File: src/rtl/xpin_pkg.sv
package xpin_pkg;
  // ==========================================================
  // register map, byte offsets of 32-bit words on the wishbone bus
  // ==========================================================
  localparam logic [3:0] OFS_DATA_OUT = 4'h0;   // port output data
  localparam logic [3:0] OFS_DIR      = 4'h4;   // pin_direction
  localparam logic [3:0] OFS_FSEL     = 4'h8;   // pin_function_select
  localparam logic [3:0] OFS_ADIS     = 4'hC;   // analog_input_disable
  localparam logic [3:0] OFS_CMPSEL   = 4'h0;   // comparator select, page 1
  localparam logic [3:0] OFS_PIN_IN   = 4'h4;   // pin input, page 1
  localparam logic [3:0] OFS_STATUS   = 4'h8;   // pin mode status, page 1
  localparam logic       PAGE_LO      = 1'b0;
  localparam logic       PAGE_HI      = 1'b1;

  // ==========================================================
  // field layout and reset values
  // ==========================================================
  localparam int          NPINS       = 2;     // pin 6 (index 0), pin 7 (1)
  localparam logic [1:0]  FSEL_RESET  = 2'h3;  // crystal functions on both
  localparam logic [1:0]  BITS2_ZERO  = 2'h0;
  localparam logic [2:0]  CMPSEL_ZERO = 3'h0;
  localparam logic [2:0]  CMP_PICK_SIX   = 3'h6;  // selects analog input six
  localparam logic [2:0]  CMP_PICK_SEVEN = 3'h7;  // selects analog input seven
  localparam logic [31:0] WORD_ZERO   = 32'h0;

  // pin modes, gray coded along gpio -> crystal -> analog
  typedef enum logic [1:0] {
    MODE_GPIO    = 2'b00,
    MODE_CRYSTAL = 2'b01,
    MODE_ANALOG  = 2'b11
  } pin_mode_t;
endpackage

File: src/rtl/crystal_pin_function_select.sv
`timescale 1ns/1ns
// What this block does
// - analog disable: driver, trigger off, comparator
// - comparator pick disables digital input buffer
// - reset selects crystal input and output
// - select 111 connects pin 7 comparator
// - both clear: gpio, direction picks output
// - pin 7 oscillator driver stays attached
module crystal_pin_function_select (
  input  wire logic        MCLK,
  input  wire logic        RESETN,
  input  wire logic        WB_CYC_I,
  input  wire logic        WB_STB_I,
  input  wire logic        WB_WE_I,
  input  wire logic [4:0]  WB_ADR_I,
  input  wire logic [3:0]  WB_SEL_I,
  input  wire logic [31:0] WB_DAT_I,
  output      logic [31:0] WB_DAT_O,
  output      logic        WB_ACK_O,
  input  wire logic [1:0]  PAD_IN,
  output      logic [1:0]  PAD_OUT,
  output      logic [1:0]  PAD_OE,
  output      logic [1:0]  ANALOG_CONNECT,
  output      logic        ANALOG_INPUT_SIX,
  output      logic        ANALOG_INPUT_SEVEN,
  input  wire logic        CRYSTAL_OUTPUT_DRIVE,
  input  wire logic        CRYSTAL_OUTPUT_DRIVE_EN,
  output      logic        CRYSTAL_INPUT
);
  // ==========================================================
  // registers
  // ==========================================================
  logic [1:0]  data_out_r;
  logic [1:0]  pin_direction_r;
  logic [1:0]  pin_function_select_r;
  logic [1:0]  analog_input_disable_r;
  logic [2:0]  comparator_input_select_r;
  logic [1:0]  pad_sync1_r;
  logic [1:0]  pad_sync2_r;
  logic [1:0]  pin_in_r;
  logic [31:0] dat_o_r;
  logic        ack_r;
  logic [1:0]  pad_out_r;
  logic [1:0]  pad_oe_r;
  logic [1:0]  analog_r;
  logic        six_r;
  logic        seven_r;
  logic        xin_r;

  // ==========================================================
  // bus decode
  // ==========================================================
  // ack every other cycle at most: the master releases after the ack
  wire        req     = WB_CYC_I & WB_STB_I & ~ack_r;
  // a write lands on the edge at which the master samples ack
  wire        wr_lane = WB_CYC_I & WB_STB_I & ack_r & WB_WE_I & WB_SEL_I[0];
  wire        page    = WB_ADR_I[4];
  wire [3:0]  ofs     = {WB_ADR_I[3:2], 2'b00};
  wire        lo      = (page == xpin_pkg::PAGE_LO);
  wire        hi      = (page == xpin_pkg::PAGE_HI);
  wire        wr_dout = wr_lane & lo & (ofs == xpin_pkg::OFS_DATA_OUT);
  wire        wr_dir  = wr_lane & lo & (ofs == xpin_pkg::OFS_DIR);
  wire        wr_fsel = wr_lane & lo & (ofs == xpin_pkg::OFS_FSEL);
  wire        wr_adis = wr_lane & lo & (ofs == xpin_pkg::OFS_ADIS);
  wire        wr_cmp  = wr_lane & hi & (ofs == xpin_pkg::OFS_CMPSEL);

  // ==========================================================
  // per-pin selection
  // ==========================================================
  logic [1:0] cmp_pick;
  logic [1:0] cell_out;
  logic [1:0] cell_oe;
  logic [1:0] cell_ibuf;
  logic [1:0] cell_analog;
  xpin_pkg::pin_mode_t cell_mode [xpin_pkg::NPINS];

  assign cmp_pick[1] =
    (comparator_input_select_r == xpin_pkg::CMP_PICK_SEVEN);
  assign cmp_pick[0] =
    (comparator_input_select_r == xpin_pkg::CMP_PICK_SIX);

  genvar g;
  generate
    for (g = 0; g < xpin_pkg::NPINS; g++) begin : g_pin
      // only pin 7 carries the oscillator output driver
      pin_cell u_cell (
        .pin_function_select  (pin_function_select_r[g]),
        .pin_direction        (pin_direction_r[g]),
        .analog_input_disable (analog_input_disable_r[g]),
        .comparator_picked    (cmp_pick[g]),
        .data_out             (data_out_r[g]),
        .crystal_drive        ((g == 1) & CRYSTAL_OUTPUT_DRIVE),
        .crystal_drive_en     ((g == 1) & CRYSTAL_OUTPUT_DRIVE_EN),
        .pad_out              (cell_out[g]),
        .pad_oe               (cell_oe[g]),
        .input_buffer_en      (cell_ibuf[g]),
        .analog_connect       (cell_analog[g]),
        .mode                 (cell_mode[g])
      );
    end
  endgenerate

  // ==========================================================
  // read mux
  // ==========================================================
  wire [31:0] status_word = {24'h000000, 2'b00,
                             cell_ibuf, cell_mode[1], cell_mode[0]};
  wire [31:0] rd_lo =
    (ofs == xpin_pkg::OFS_DATA_OUT) ? {30'h0, data_out_r} :
    (ofs == xpin_pkg::OFS_DIR)      ? {30'h0, pin_direction_r} :
    (ofs == xpin_pkg::OFS_FSEL)     ? {30'h0, pin_function_select_r} :
                                      {30'h0, analog_input_disable_r};
  // unmapped page-1 slot reads zero
  wire [31:0] rd_hi =
    (ofs == xpin_pkg::OFS_CMPSEL) ? {29'h0, comparator_input_select_r} :
    (ofs == xpin_pkg::OFS_PIN_IN) ? {30'h0, pin_in_r} :
    (ofs == xpin_pkg::OFS_STATUS) ? status_word :
                                    xpin_pkg::WORD_ZERO;
  // buffer gates level; disabled buffer reads zero
  wire [1:0] pin_in_nxt = pad_sync2_r & cell_ibuf;

  // ==========================================================
  // control registers
  // ==========================================================
  always_ff @(posedge MCLK) begin
    if (!RESETN) begin
      data_out_r                <= xpin_pkg::BITS2_ZERO;
      pin_direction_r           <= xpin_pkg::BITS2_ZERO;
      pin_function_select_r     <= xpin_pkg::FSEL_RESET;
      analog_input_disable_r    <= xpin_pkg::BITS2_ZERO;
      comparator_input_select_r <= xpin_pkg::CMPSEL_ZERO;
    end else begin
      if (wr_dout) data_out_r <= WB_DAT_I[1:0];
      if (wr_dir)  pin_direction_r <= WB_DAT_I[1:0];
      if (wr_fsel) pin_function_select_r <= WB_DAT_I[1:0];
      if (wr_adis) analog_input_disable_r <= WB_DAT_I[1:0];
      if (wr_cmp)  comparator_input_select_r <= WB_DAT_I[2:0];
    end
  end

  // ==========================================================
  // bus answer, one cycle after the request
  // ==========================================================
  always_ff @(posedge MCLK) begin
    if (!RESETN) begin
      ack_r   <= 1'b0;
      dat_o_r <= xpin_pkg::WORD_ZERO;
    end else begin
      ack_r   <= req;
      dat_o_r <= req ? (hi ? rd_hi : rd_lo) : xpin_pkg::WORD_ZERO;
    end
  end

  // ==========================================================
  // pad input synchroniser and registered pin outputs
  // ==========================================================
  // pads are asynchronous, so two flops before any gating
  always_ff @(posedge MCLK) begin
    if (!RESETN) begin
      pad_sync1_r <= xpin_pkg::BITS2_ZERO;
      pad_sync2_r <= xpin_pkg::BITS2_ZERO;
      pin_in_r    <= xpin_pkg::BITS2_ZERO;
    end else begin
      pad_sync1_r <= PAD_IN;
      pad_sync2_r <= pad_sync1_r;
      pin_in_r    <= pin_in_nxt;
    end
  end

  // outputs lag control by one cycle; a static mux tolerates it
  always_ff @(posedge MCLK) begin
    if (!RESETN) begin
      pad_out_r <= xpin_pkg::BITS2_ZERO;
      pad_oe_r  <= xpin_pkg::BITS2_ZERO;
      analog_r  <= xpin_pkg::BITS2_ZERO;
      six_r     <= 1'b0;
      seven_r   <= 1'b0;
      xin_r     <= 1'b0;
    end else begin
      pad_out_r <= cell_out;
      pad_oe_r  <= cell_oe;
      analog_r  <= cell_analog;
      six_r     <= cmp_pick[0];
      seven_r   <= cmp_pick[1];
      // oscillator sees pin 6 only in crystal mode
      xin_r     <= (cell_mode[0] == xpin_pkg::MODE_CRYSTAL) & pad_sync2_r[0];
    end
  end

  assign WB_DAT_O           = dat_o_r;
  assign WB_ACK_O           = ack_r;
  assign PAD_OUT            = pad_out_r;
  assign PAD_OE             = pad_oe_r;
  assign ANALOG_CONNECT     = analog_r;
  assign ANALOG_INPUT_SIX   = six_r;
  assign ANALOG_INPUT_SEVEN = seven_r;
  assign CRYSTAL_INPUT      = xin_r;
endmodule

File: src/rtl/pin_cell.sv
`timescale 1ns/1ns
// one pin's function selection, purely combinational
module pin_cell (
  input  wire logic                  pin_function_select,
  input  wire logic                  pin_direction,
  input  wire logic                  analog_input_disable,
  input  wire logic                  comparator_picked,
  input  wire logic                  data_out,
  input  wire logic                  crystal_drive,
  input  wire logic                  crystal_drive_en,
  output      logic                  pad_out,
  output      logic                  pad_oe,
  output      logic                  input_buffer_en,
  output      logic                  analog_connect,
  output      xpin_pkg::pin_mode_t   mode
);
  // ==========================================================
  // mode decode
  // ==========================================================
  // analog wins over everything, then the oscillator, then gpio
  assign mode = analog_input_disable ? xpin_pkg::MODE_ANALOG :
                pin_function_select  ? xpin_pkg::MODE_CRYSTAL :
                                       xpin_pkg::MODE_GPIO;
  wire is_gpio    = (mode == xpin_pkg::MODE_GPIO);
  wire is_crystal = (mode == xpin_pkg::MODE_CRYSTAL);

  assign analog_connect = analog_input_disable | comparator_picked;
  // direction only in gpio; oscillator keeps the pin
  assign pad_oe  = is_gpio ? pin_direction :
                   (is_crystal & crystal_drive_en);
  assign pad_out = is_gpio ? data_out : (is_crystal & crystal_drive);
  assign input_buffer_en = ~analog_input_disable & ~comparator_picked;
endmodule

File: config.mk
export PLATFORM = sky130hd
export DESIGN_NAME = crystal_pin_function_select
export DESIGN_NICKNAME = d
export VERILOG_FILES = /design/src/rtl/xpin_pkg.sv /design/src/rtl/crystal_pin_function_select.sv /design/src/rtl/pin_cell.sv
export SDC_FILE = /design/constraint.sdc
export NUM_CORES = 1
export LEC_CHECK = 0
export BUFFER_PORTS_ARGS = -buffer_cell sky130_fd_sc_hd__buf_2
export CORE_UTILIZATION = 46
export CTS_CLUSTER_SIZE = 40
export DETAILED_ROUTE_END_ITERATION = 6
export GPL_ROUTABILITY_DRIVEN = 0
export PLACE_DENSITY = 0.84
export SETUP_SLACK_MARGIN = 0.1
export SYNTH_ARGS = -nofsm -noshare
export SYNTH_HDL_FRONTEND = slang
export SYNTH_SLANG_ARGS = --single-unit
File: constraint.sdc
create_clock -name MCLK -period 2.9 [get_ports MCLK]
set_clock_uncertainty 0.15 [all_clocks]
set_input_delay 0.29 -clock MCLK [delete_from_list [all_inputs] [get_ports MCLK]]
set_output_delay 0.29 -clock MCLK [all_outputs]
set_load 0.02 [all_outputs]
# Word-level counts from Yosys, hierarchy flattened
# Index checks and enable logic that the tools add are counted.
dict set report word_totals {
  ff_bits 59
  in_bits 50
  out_inout_bits 42
}
dict set report op_classes {
  n_eq_ne 7
  n_mux 13
  bitwise_logic 26
  n_reduce_logical 5
}
# operator count
set ops {}
lappend ops {{$mux 6} 4}
lappend ops {{$and 1x1->1} 17}
lappend ops {{$mux 2} 5}
lappend ops {{$eq 2x1->1 const B} 3}
lappend ops {{$eq 3x3->1 const B} 2}
lappend ops {{$not 1->1} 6}
lappend ops {{$eq 2x2->1 const B} 2}
lappend ops {{$logic_not 2->1} 2}
lappend ops {{$logic_not 4->1} 1}
lappend ops {{$mux 1} 4}
lappend ops {{$reduce_and 2->1} 2}
lappend ops {{$and 2x2->2} 1}
lappend ops {{$or 1x1->1} 2}

# Depth between registers and ports, before layout
# Gate-level depths: netlist (run 1).
dict set report logic_depth {
  depth_word 7
  ltp_mapped 4
}

# By module
# Synthesis (run 1) repeated with hierarchy kept, for this count alone.
dict set report unflattened {
  hier_cells 166
  area_unflattened_um2 1602.8
}
# mod instances cells_each area_each_um2 seq_area_each_um2
set modules_own_cells {}
lappend modules_own_cells {crystal_pin_function_select 1 150 1495.2 660.6}
lappend modules_own_cells {pin_cell 2 8 53.8 0.0}

# Worst setup path after synthesis (run 1)
# No wires, ideal clock.
dict set report synth_path {
  path_kind {register to register}
  from {register ack_r (netlist: WB_ACK_O)}
  to {register comparator_input_select_r[0]}
  setup_ns 0.132
  t_arrival_ns 1.038
  setup_slack_ns 1.579
  path_stages_with_launch 4
  n_path_buf 0
  synth_period_minus_slack_ns 1.321
  path_cell_list {dfxtp_1 > nand4bb_1 > o31ai_1 > a21oi_1}
}
dict set report synth_between {
  elab_chain_len 5
}
# element line_no
set synth_rtl {}
lappend synth_rtl {{start: declaration} crystal_pin_function_select.sv:42} ;# logic ack_r;
lappend synth_rtl {{start signal: assignment} crystal_pin_function_select.sv:149} ;# ack_r <= req;
lappend synth_rtl {{$and 1x1->1 (3 in series)} crystal_pin_function_select.sv:56} ;# wire wr_lane = WB_CYC_I & WB_STB_I & ack_r & WB_WE_I & WB_SEL_I[0];
lappend synth_rtl {{$and 1x1->1 (2 in series)} crystal_pin_function_select.sv:65} ;# wire wr_cmp = wr_lane & hi & (ofs == xpin_pkg::OFS_CMPSEL);
lappend synth_rtl {{end signal: assignment} crystal_pin_function_select.sv:131} ;# comparator_input_select_r <= xpin_pkg::CMPSEL_ZERO;
lappend synth_rtl {{end signal: assignment} crystal_pin_function_select.sv:137} ;# if (wr_cmp) comparator_input_select_r <= WB_DAT_I[2:0];
lappend synth_rtl {{end: declaration} crystal_pin_function_select.sv:37} ;# logic [2:0] comparator_input_select_r;
# No other way between the ends.
# A chain may end at the register's enable or synchronous reset.

# Worst setup path after layout (run 1)
dict set report layout_path {
  from {register ack_r (netlist: WB_ACK_O)}
  to {output port WB_ACK_O}
}
# element line_no
set layout_lines {}
lappend layout_lines {{end: declaration} crystal_pin_function_select.sv:19} ;# output logic WB_ACK_O,
# No word-level cell between the ends.

==> flow_summary.ini, run 1 <==
[cells_and_area]
largest_register_ffs = 6
layout_filler_cell_count = 302
final-seq-area_um2 = 660.6
multiInputGateArea_um2 = 714.4
drive_gt1_share_pct = 22.92
nets = 241
syn_to_final_growth_pct = 9.575
num_antenna_cells = 0

[setup_path]
ff2ff_path_depth = 3
critical_path_cell_by_cell = buf_2
setup.reg_to_reg.worst_slack_ns = 1.51
worst-endpoint-arrival_ns = 0.97
path_buf_inv = 1
critPathRequiredTime_ns = 2.46
worst_r2r_endpoint = WB_DAT_O[5]$_SDFF_PP0_
worst_r2r_start = WB_ACK_O$_SDFF_PN0_
critPathTopFamily = flip-flops
critPathMaxFanout = 8
critical-path-slowest-cell = sky130_fd_sc_hd__dfxtp_1
critical_path.endpoint_type = primary output
worstSetupPathType = flop to primary output
critical_path.startpoint_type = flop
crit_path_max_incr_delay_ns = 0.44

[hold_path]
whs_path_depth = 3
holdPathEnd = PAD_OUT[1]$_SDFF_PN0_
hold_start = CRYSTAL_OUTPUT_DRIVE
min-delay-path-class = input port to flop

[route]
remaining_drc_errors = 0
avgRoutedWirePerCell_um = 11.75
wirelength_um = 2773
initialDrtViolationCount = 45
postRouteAntennaNets = 0
drt_pass_1_iters = 4
dr_total_vias = 1202
avgViaCountPerCell = 5.093

[clock_network]
clock-sinks = 33
clock_tree_from_tritoncts = built
cts_repair_resize_count = 0
tritoncts.num_buffers = 5
clock_latency_ns = 0.34
cts-root-buf = sky130_fd_sc_hd__clkbuf_4
cts.clk_slew.worst_paths_ns = 0.10
maximum_level_of_the_cts_h_tree = 2
clock_path_buffers = 2

[sta]
timing.final.max_slew_violations = 0
setup-violations-final = 0
final-hold-violation-count = 0
setup_tns_ns = 0
period_minus_slack_ns = 1.411
grt_setup_unrepaired = false
fmax_mhz = 708.5
setup_slack_ns = 1.489
timing.final.crit_share_pct = 48.67

[synth]
yosys_warnings = 0
yosysMostFrequentCell = sky130_fd_sc_hd__dfxtp_1
synth_top_family_by_area = simple AND/OR/NAND/NOR gates
post_synth_most_frequent_cells = sky130_fd_sc_hd__dfxtp_1 (33), sky130_fd_sc_hd__buf_4 (28), sky130_fd_sc_hd__a21oi_1 (12)
post_synthesis_instance_area_um2 = 1529
yosysUniqueCellTypes = 32
yosys-mux-area-fraction_pct = 4.910
yosys.area.top_type_share_pct = 43.21
synth_edf_count = 0
syn-mean-instance-area_um2 = 9.616
synth-compound-area-share_pct = 10.72
synthFlopType = sky130_fd_sc_hd__dfxtp_1
synth.top_cells.by_area = sky130_fd_sc_hd__dfxtp_1 (43%), sky130_fd_sc_hd__buf_4 (14%), sky130_fd_sc_hd__nand4_1 (4.1%)
synth_simple_gate_area_share_pct = 24.71
yosys_register_bits = 33
xor_xnor_fraction_of_synth_area_pct = 0
synthesis.instances = 159
post_synthesis_share_of_cell_area_spent_on_full_adders_half_adders_and_majority_gates_pct = 0
synth_top_cell_by_area = sky130_fd_sc_hd__dfxtp_1
synth_seq_area_share_pct = 43.21
async_reset_ff_share_pct = 0

[global_route]
number_of_antenna_violations_at_the_first_check_in_global_routing = 0
grt_first_pass_wirelength_um = 4478
number_of_global_route_vias_before_repair = 958
global_route.usage.total_pct = 17.81
global_route.overflow_total = 0
grt_start_max_net_pins = 17

[job]
maxCapViolations = 0

[pwr]
ir_drop_v = 0.0001514
power.density_cell_area_nw_per_um2 = 477.0
fin_total_pwr_uw = 799.2
p_leak_nw = 0.7708

[floorplan]
design.core.area_um2 = 3103
floorplan.initialDensity_pct = 49.27
die-height_um = 59.65
die_w_um = 59.65
row_count = 20
ioPinCount = 92
die_area_um2 = 3558

[placement]
port-buffer-count = 31
dpl_worst_slack_ns = 1.357
dp_hpwl_um = 2009

[outcome]
run_status = finished, final reports clean
## where the power goes
part | switching (mW) | leakage [nW] | internal, mW
registers | 0.00237 | 0.268 | 0.460
logic | 0.0665 | 0.472 | 0.0250
clock network | 0.154 | 0.0310 | 0.0912
## final cells by class
cell class | instances | share of cell area (%)
Tap cell | 44 | 3.286
Timing Repair Buffer | 33 | 10.46
Sequential cell | 33 | 39.43
Clock buffer | 5 | 2.240
Clock inverter | 3 | 1.046
Multi-Input combinational cell | 114 | 42.64
Inverter | 4 | 0.8962
## worst max path at each step
stage | from | to | cells past startpoint
after detailed placement | WB_ADR_I[2] | WB_DAT_O[1]$_SDFF_PN0_ | 4
after floorplan | WB_ACK_O$_SDFF_PN0_ | comparator_input_select_r[0]$_SDFFE_PN0P_ | 3
final | WB_ACK_O$_SDFF_PN0_ | WB_ACK_O | 1
after global placement | WB_ADR_I[2] | WB_DAT_O[1]$_SDFF_PN0_ | 4
after global routing | WB_ACK_O$_SDFF_PN0_ | WB_ACK_O | 1
after CTS | WB_ACK_O$_SDFF_PN0_ | WB_ACK_O | 1
## worst reg2reg max path, stage by stage, from the launching register on
cell	delay (ns)
sky130_fd_sc_hd__dfxtp_1	0.37
sky130_fd_sc_hd__and4b_1	0.46
sky130_fd_sc_hd__nand4b_4	0.16
sky130_fd_sc_hd__nor3b_2	0.18
## cell usage in the layout (no fill, tap or decap), types with 3 or more instances in the layout
cell type / synthesis / routed
sky130_fd_sc_hd__nand4b_1: 5 / 5
sky130_fd_sc_hd__and3_1: 4 / 4
sky130_fd_sc_hd__inv_1: 4 / 4
sky130_fd_sc_hd__clkbuf_4: 0 / 5
sky130_fd_sc_hd__a21oi_1: 12 / 12
sky130_fd_sc_hd__dfxtp_1: 33 / 33
sky130_fd_sc_hd__mux2i_1: 3 / 3
sky130_fd_sc_hd__and2_1: 4 / 4
sky130_fd_sc_hd__nand3_1: 6 / 6
sky130_fd_sc_hd__buf_2: 3 / 31
sky130_fd_sc_hd__and4b_1: 4 / 4
sky130_fd_sc_hd__o31ai_1: 3 / 3
sky130_fd_sc_hd__conb_1: 1 / 26
sky130_fd_sc_hd__nand4_1: 10 / 10
sky130_fd_sc_hd__o21ai_0: 8 / 8
sky130_fd_sc_hd__nor2_1: 9 / 9
## cells by family (layout without fill, tap and decap cells)
kind of cell,after synthesis,in the layout
other,1,26
AND/OR/NAND/NOR,54,54
multiplexers,5,5
flip-flops,33,33
buffers and inverters,37,45
AO/OA/AOI/OAI,29,29
## per-layer routing
| metal | routed length (um) | global-route usage [%] | up-vias |
|---|---|---|---|
| li1 | - | - | 589 |
| met1 | 1141 | 21.39 | 536 |
| met2 | 1296 | 27.46 | 72 |
| met3 | 272 | 5.844 | 5 |
| met4 | 61 | 10.96 | 0 |
| met5 | 0 | 0 | - |
## timing repair
item,in CTS,in global routing
hold buffers,2,0
setup endpoints to repair,0,0
hold endpoints to repair,2,0
buffers inserted,0,0
## metrics by stage
step / hold WS (ns) / instances / instance area (um^2) / util, %
detailed placement: 0.2729 / 226 / 1600 / 51.57
floorplan: 0.2619 / 184 / 1623 / -
finish: 0.03412 / 236 / 1675 / 53.99
CTS: 0.02271 / 236 / 1675 / 53.99
global route: 0.03999 / 236 / 1675 / 53.99
global placement: 0.2669 / 226 / 1600 / 51.57
Note: power is estimated with default switching activity, not from simulation.
==> inputs of run 2 (changes only) <==
CORE_UTILIZATION = 43   (was 46)
PLACE_DENSITY = 0.8   (was 0.84)
clock period = 1.3 ns   (was 2.9 ns; I/O delays follow)
==> flow_summary.ini, run 2 (same netlist as run 1, synthesis figures left out) <==
[placement]
dpl_worst_slack_ns = 0.006516
dp_hpwl_um = 2179
placed_cell_area_um2 = 1707
port-buffer-count = 31

[setup_path]
worstSetupPathType = flop to flop
critPathRequiredTime_ns = 1.36
worst_r2r_start = analog_input_disable_r[1]$_SDFFE_PN0P_
critical_path.endpoint_type = flop
worst_r2r_endpoint = WB_DAT_O[1]$_SDFF_PN0_
critical_path_cell_by_cell = mux4_2 > o21ai_2 > a21oi_1
setup.reg_to_reg.worst_slack_ns = 0.02
critPathMaxFanout = 2
critical-path-slowest-cell = sky130_fd_sc_hd__mux4_2
critical_path.startpoint_type = flop
ff2ff_path_depth = 3
crit_path_max_incr_delay_ns = 0.46
worst-endpoint-arrival_ns = 1.34

[global_route]
grt_first_pass_wirelength_um = 4947
number_of_global_route_vias_before_repair = 1108
number_of_antenna_violations_at_the_first_check_in_global_routing = 0
grt_start_max_net_pins = 15
global_route.usage.total_pct = 18.73
global_route.overflow_total = 0

[clock_network]
clock_tree_from_tritoncts = built
tritoncts.num_buffers = 5
maximum_level_of_the_cts_h_tree = 2
cts-root-buf = sky130_fd_sc_hd__clkbuf_4
cts.clk_slew.worst_paths_ns = 0.11
clock_path_buffers = 2
clock_latency_ns = 0.35
clock-sinks = 33

[route]
postRouteAntennaNets = 0
avgRoutedWirePerCell_um = 12.78
remaining_drc_errors = 0
maxUsedRoutingLayer = met4
routedLengthMet1_um = 1329
met3WireLength_um = 225
initialDrtViolationCount = 75
avgViaCountPerCell = 5.058
wirelength_um = 3311
drt_pass_1_iters = 4
dr_total_vias = 1310
met2_wirelength_um = 1682

[cells_and_area]
layout_filler_cell_count = 315
drive_gt1_share_pct = 33.33
stdcell_area_um2 = 1936
layout_common_cells = sky130_fd_sc_hd__buf_2 (31), sky130_fd_sc_hd__dfxtp_1 (28), sky130_fd_sc_hd__conb_1 (26), sky130_fd_sc_hd__buf_4 (13), sky130_fd_sc_hd__a21oi_1 (12)
largest_register_ffs = 6
final-seq-area_um2 = 669.4
multiInputGateArea_um2 = 758.2
mostFrequentLayoutCell = sky130_fd_sc_hd__buf_2
num_antenna_cells = 0
syn_to_final_growth_pct = 26.60
nets = 262

[sta]
grt_setup_unrepaired = true
timing.final.crit_share_pct = 98.25
period_minus_slack_ns = 1.277
final-hold-violation-count = 0
fmax_mhz = 783.0
timing.final.max_slew_violations = 0
setup_slack_ns = 0.02280
setup-violations-final = 0

[hold_path]
hold_start = RESETN
whs_path_depth = 3
holdPathEnd = pin_function_select_r[1]$_SDFFE_PN1P_
min-delay-path-class = input port to flop

[floorplan]
design.core.area_um2 = 3363
ioPinCount = 92
die_area_um2 = 3798
row_count = 21
die-height_um = 61.63
floorplan.initialDensity_pct = 45.46
die_w_um = 61.63

[outcome]
run_status = finished, final reports clean

[pwr]
ir_drop_v = 0.0004377
power.density_cell_area_nw_per_um2 = 1042
p_leak_nw = 0.8935

[job]
maxCapViolations = 0
run 2: power breakdown:
| part | leakage (nW) | internal, mW | switching (mW) |
|---|---|---|---|
| Sequential | 0.270 | 1.02 | 0.00554 |
| Clock | 0.0437 | 0.382 | 0.355 |
| Combinational | 0.580 | 0.0876 | 0.162 |
run 2: layout make-up:
| class | instances | share of cell area (%) |
|---|---|---|
| clock buffers | 8 | 4.137 |
| inverters | 4 | 0.7757 |
| multi-input cells | 114 | 39.17 |
| flip-flops and latches | 33 | 34.58 |
| well taps | 46 | 2.973 |
| repair buffers | 54 | 18.36 |
run 2: through the flow:
step	hold slack [ns]	util (%)	total power [mW]	TNS, ns	instances
5_1_grt	0.01660	57.55	2.088	-0.05981	259
3_5_place_dp	0.1952	50.74	1.268	0	241
4_1_cts	0.004808	56.03	2.007	0	258
6_report	0.008943	57.55	2.016	0	259
3_3_place_gp	0.1909	50.74	1.267	0	241
2_1_floorplan	0.1073	-	1.259	0	184
run 2: routing by layer:
metal	track usage, %	vias up
met3	5.252	10
met2	31.64	74
met1	20.80	597
met4	11.43	0
met5	0	-
li1	-	629
run 2: worst max path at each step:
stage	start	end	slack, ns	cells past startpoint
5_1_grt	analog_input_disable_r[1]$_SDFFE_PN0P_	WB_DAT_O[1]$_SDFF_PN0_	-0.03	3
2_1_floorplan	WB_ACK_O$_SDFF_PN0_	WB_DAT_O[5]$_SDFF_PP0_	0.1	4
4_1_cts	WB_ACK_O$_SDFF_PN0_	WB_DAT_O[5]$_SDFF_PP0_	0.04	4
3_3_place_gp	WB_ADR_I[2]	WB_DAT_O[1]$_SDFF_PN0_	0.01	4
6_report	analog_input_disable_r[1]$_SDFFE_PN0P_	WB_DAT_O[1]$_SDFF_PN0_	0.02	3
3_5_place_dp	WB_ADR_I[3]	comparator_input_select_r[1]$_SDFFE_PN0P_	0.007	4
run 2: critical path, delay by kind of cell (launching register included):
kind	cells	cell delay [ns]
AOI/OAI and AO/OA	2	0.20
DFF	1	0.33
muxes	1	0.46
run 2: repair_timing:
action	CTS	global route
setup endpoints to repair	11	16
buffers inserted	1	1
gates resized for setup	3	10
hold buffers	8	0
gates cloned	0	0
pin swaps	1	4
endpoints found under the hold margin	15	0
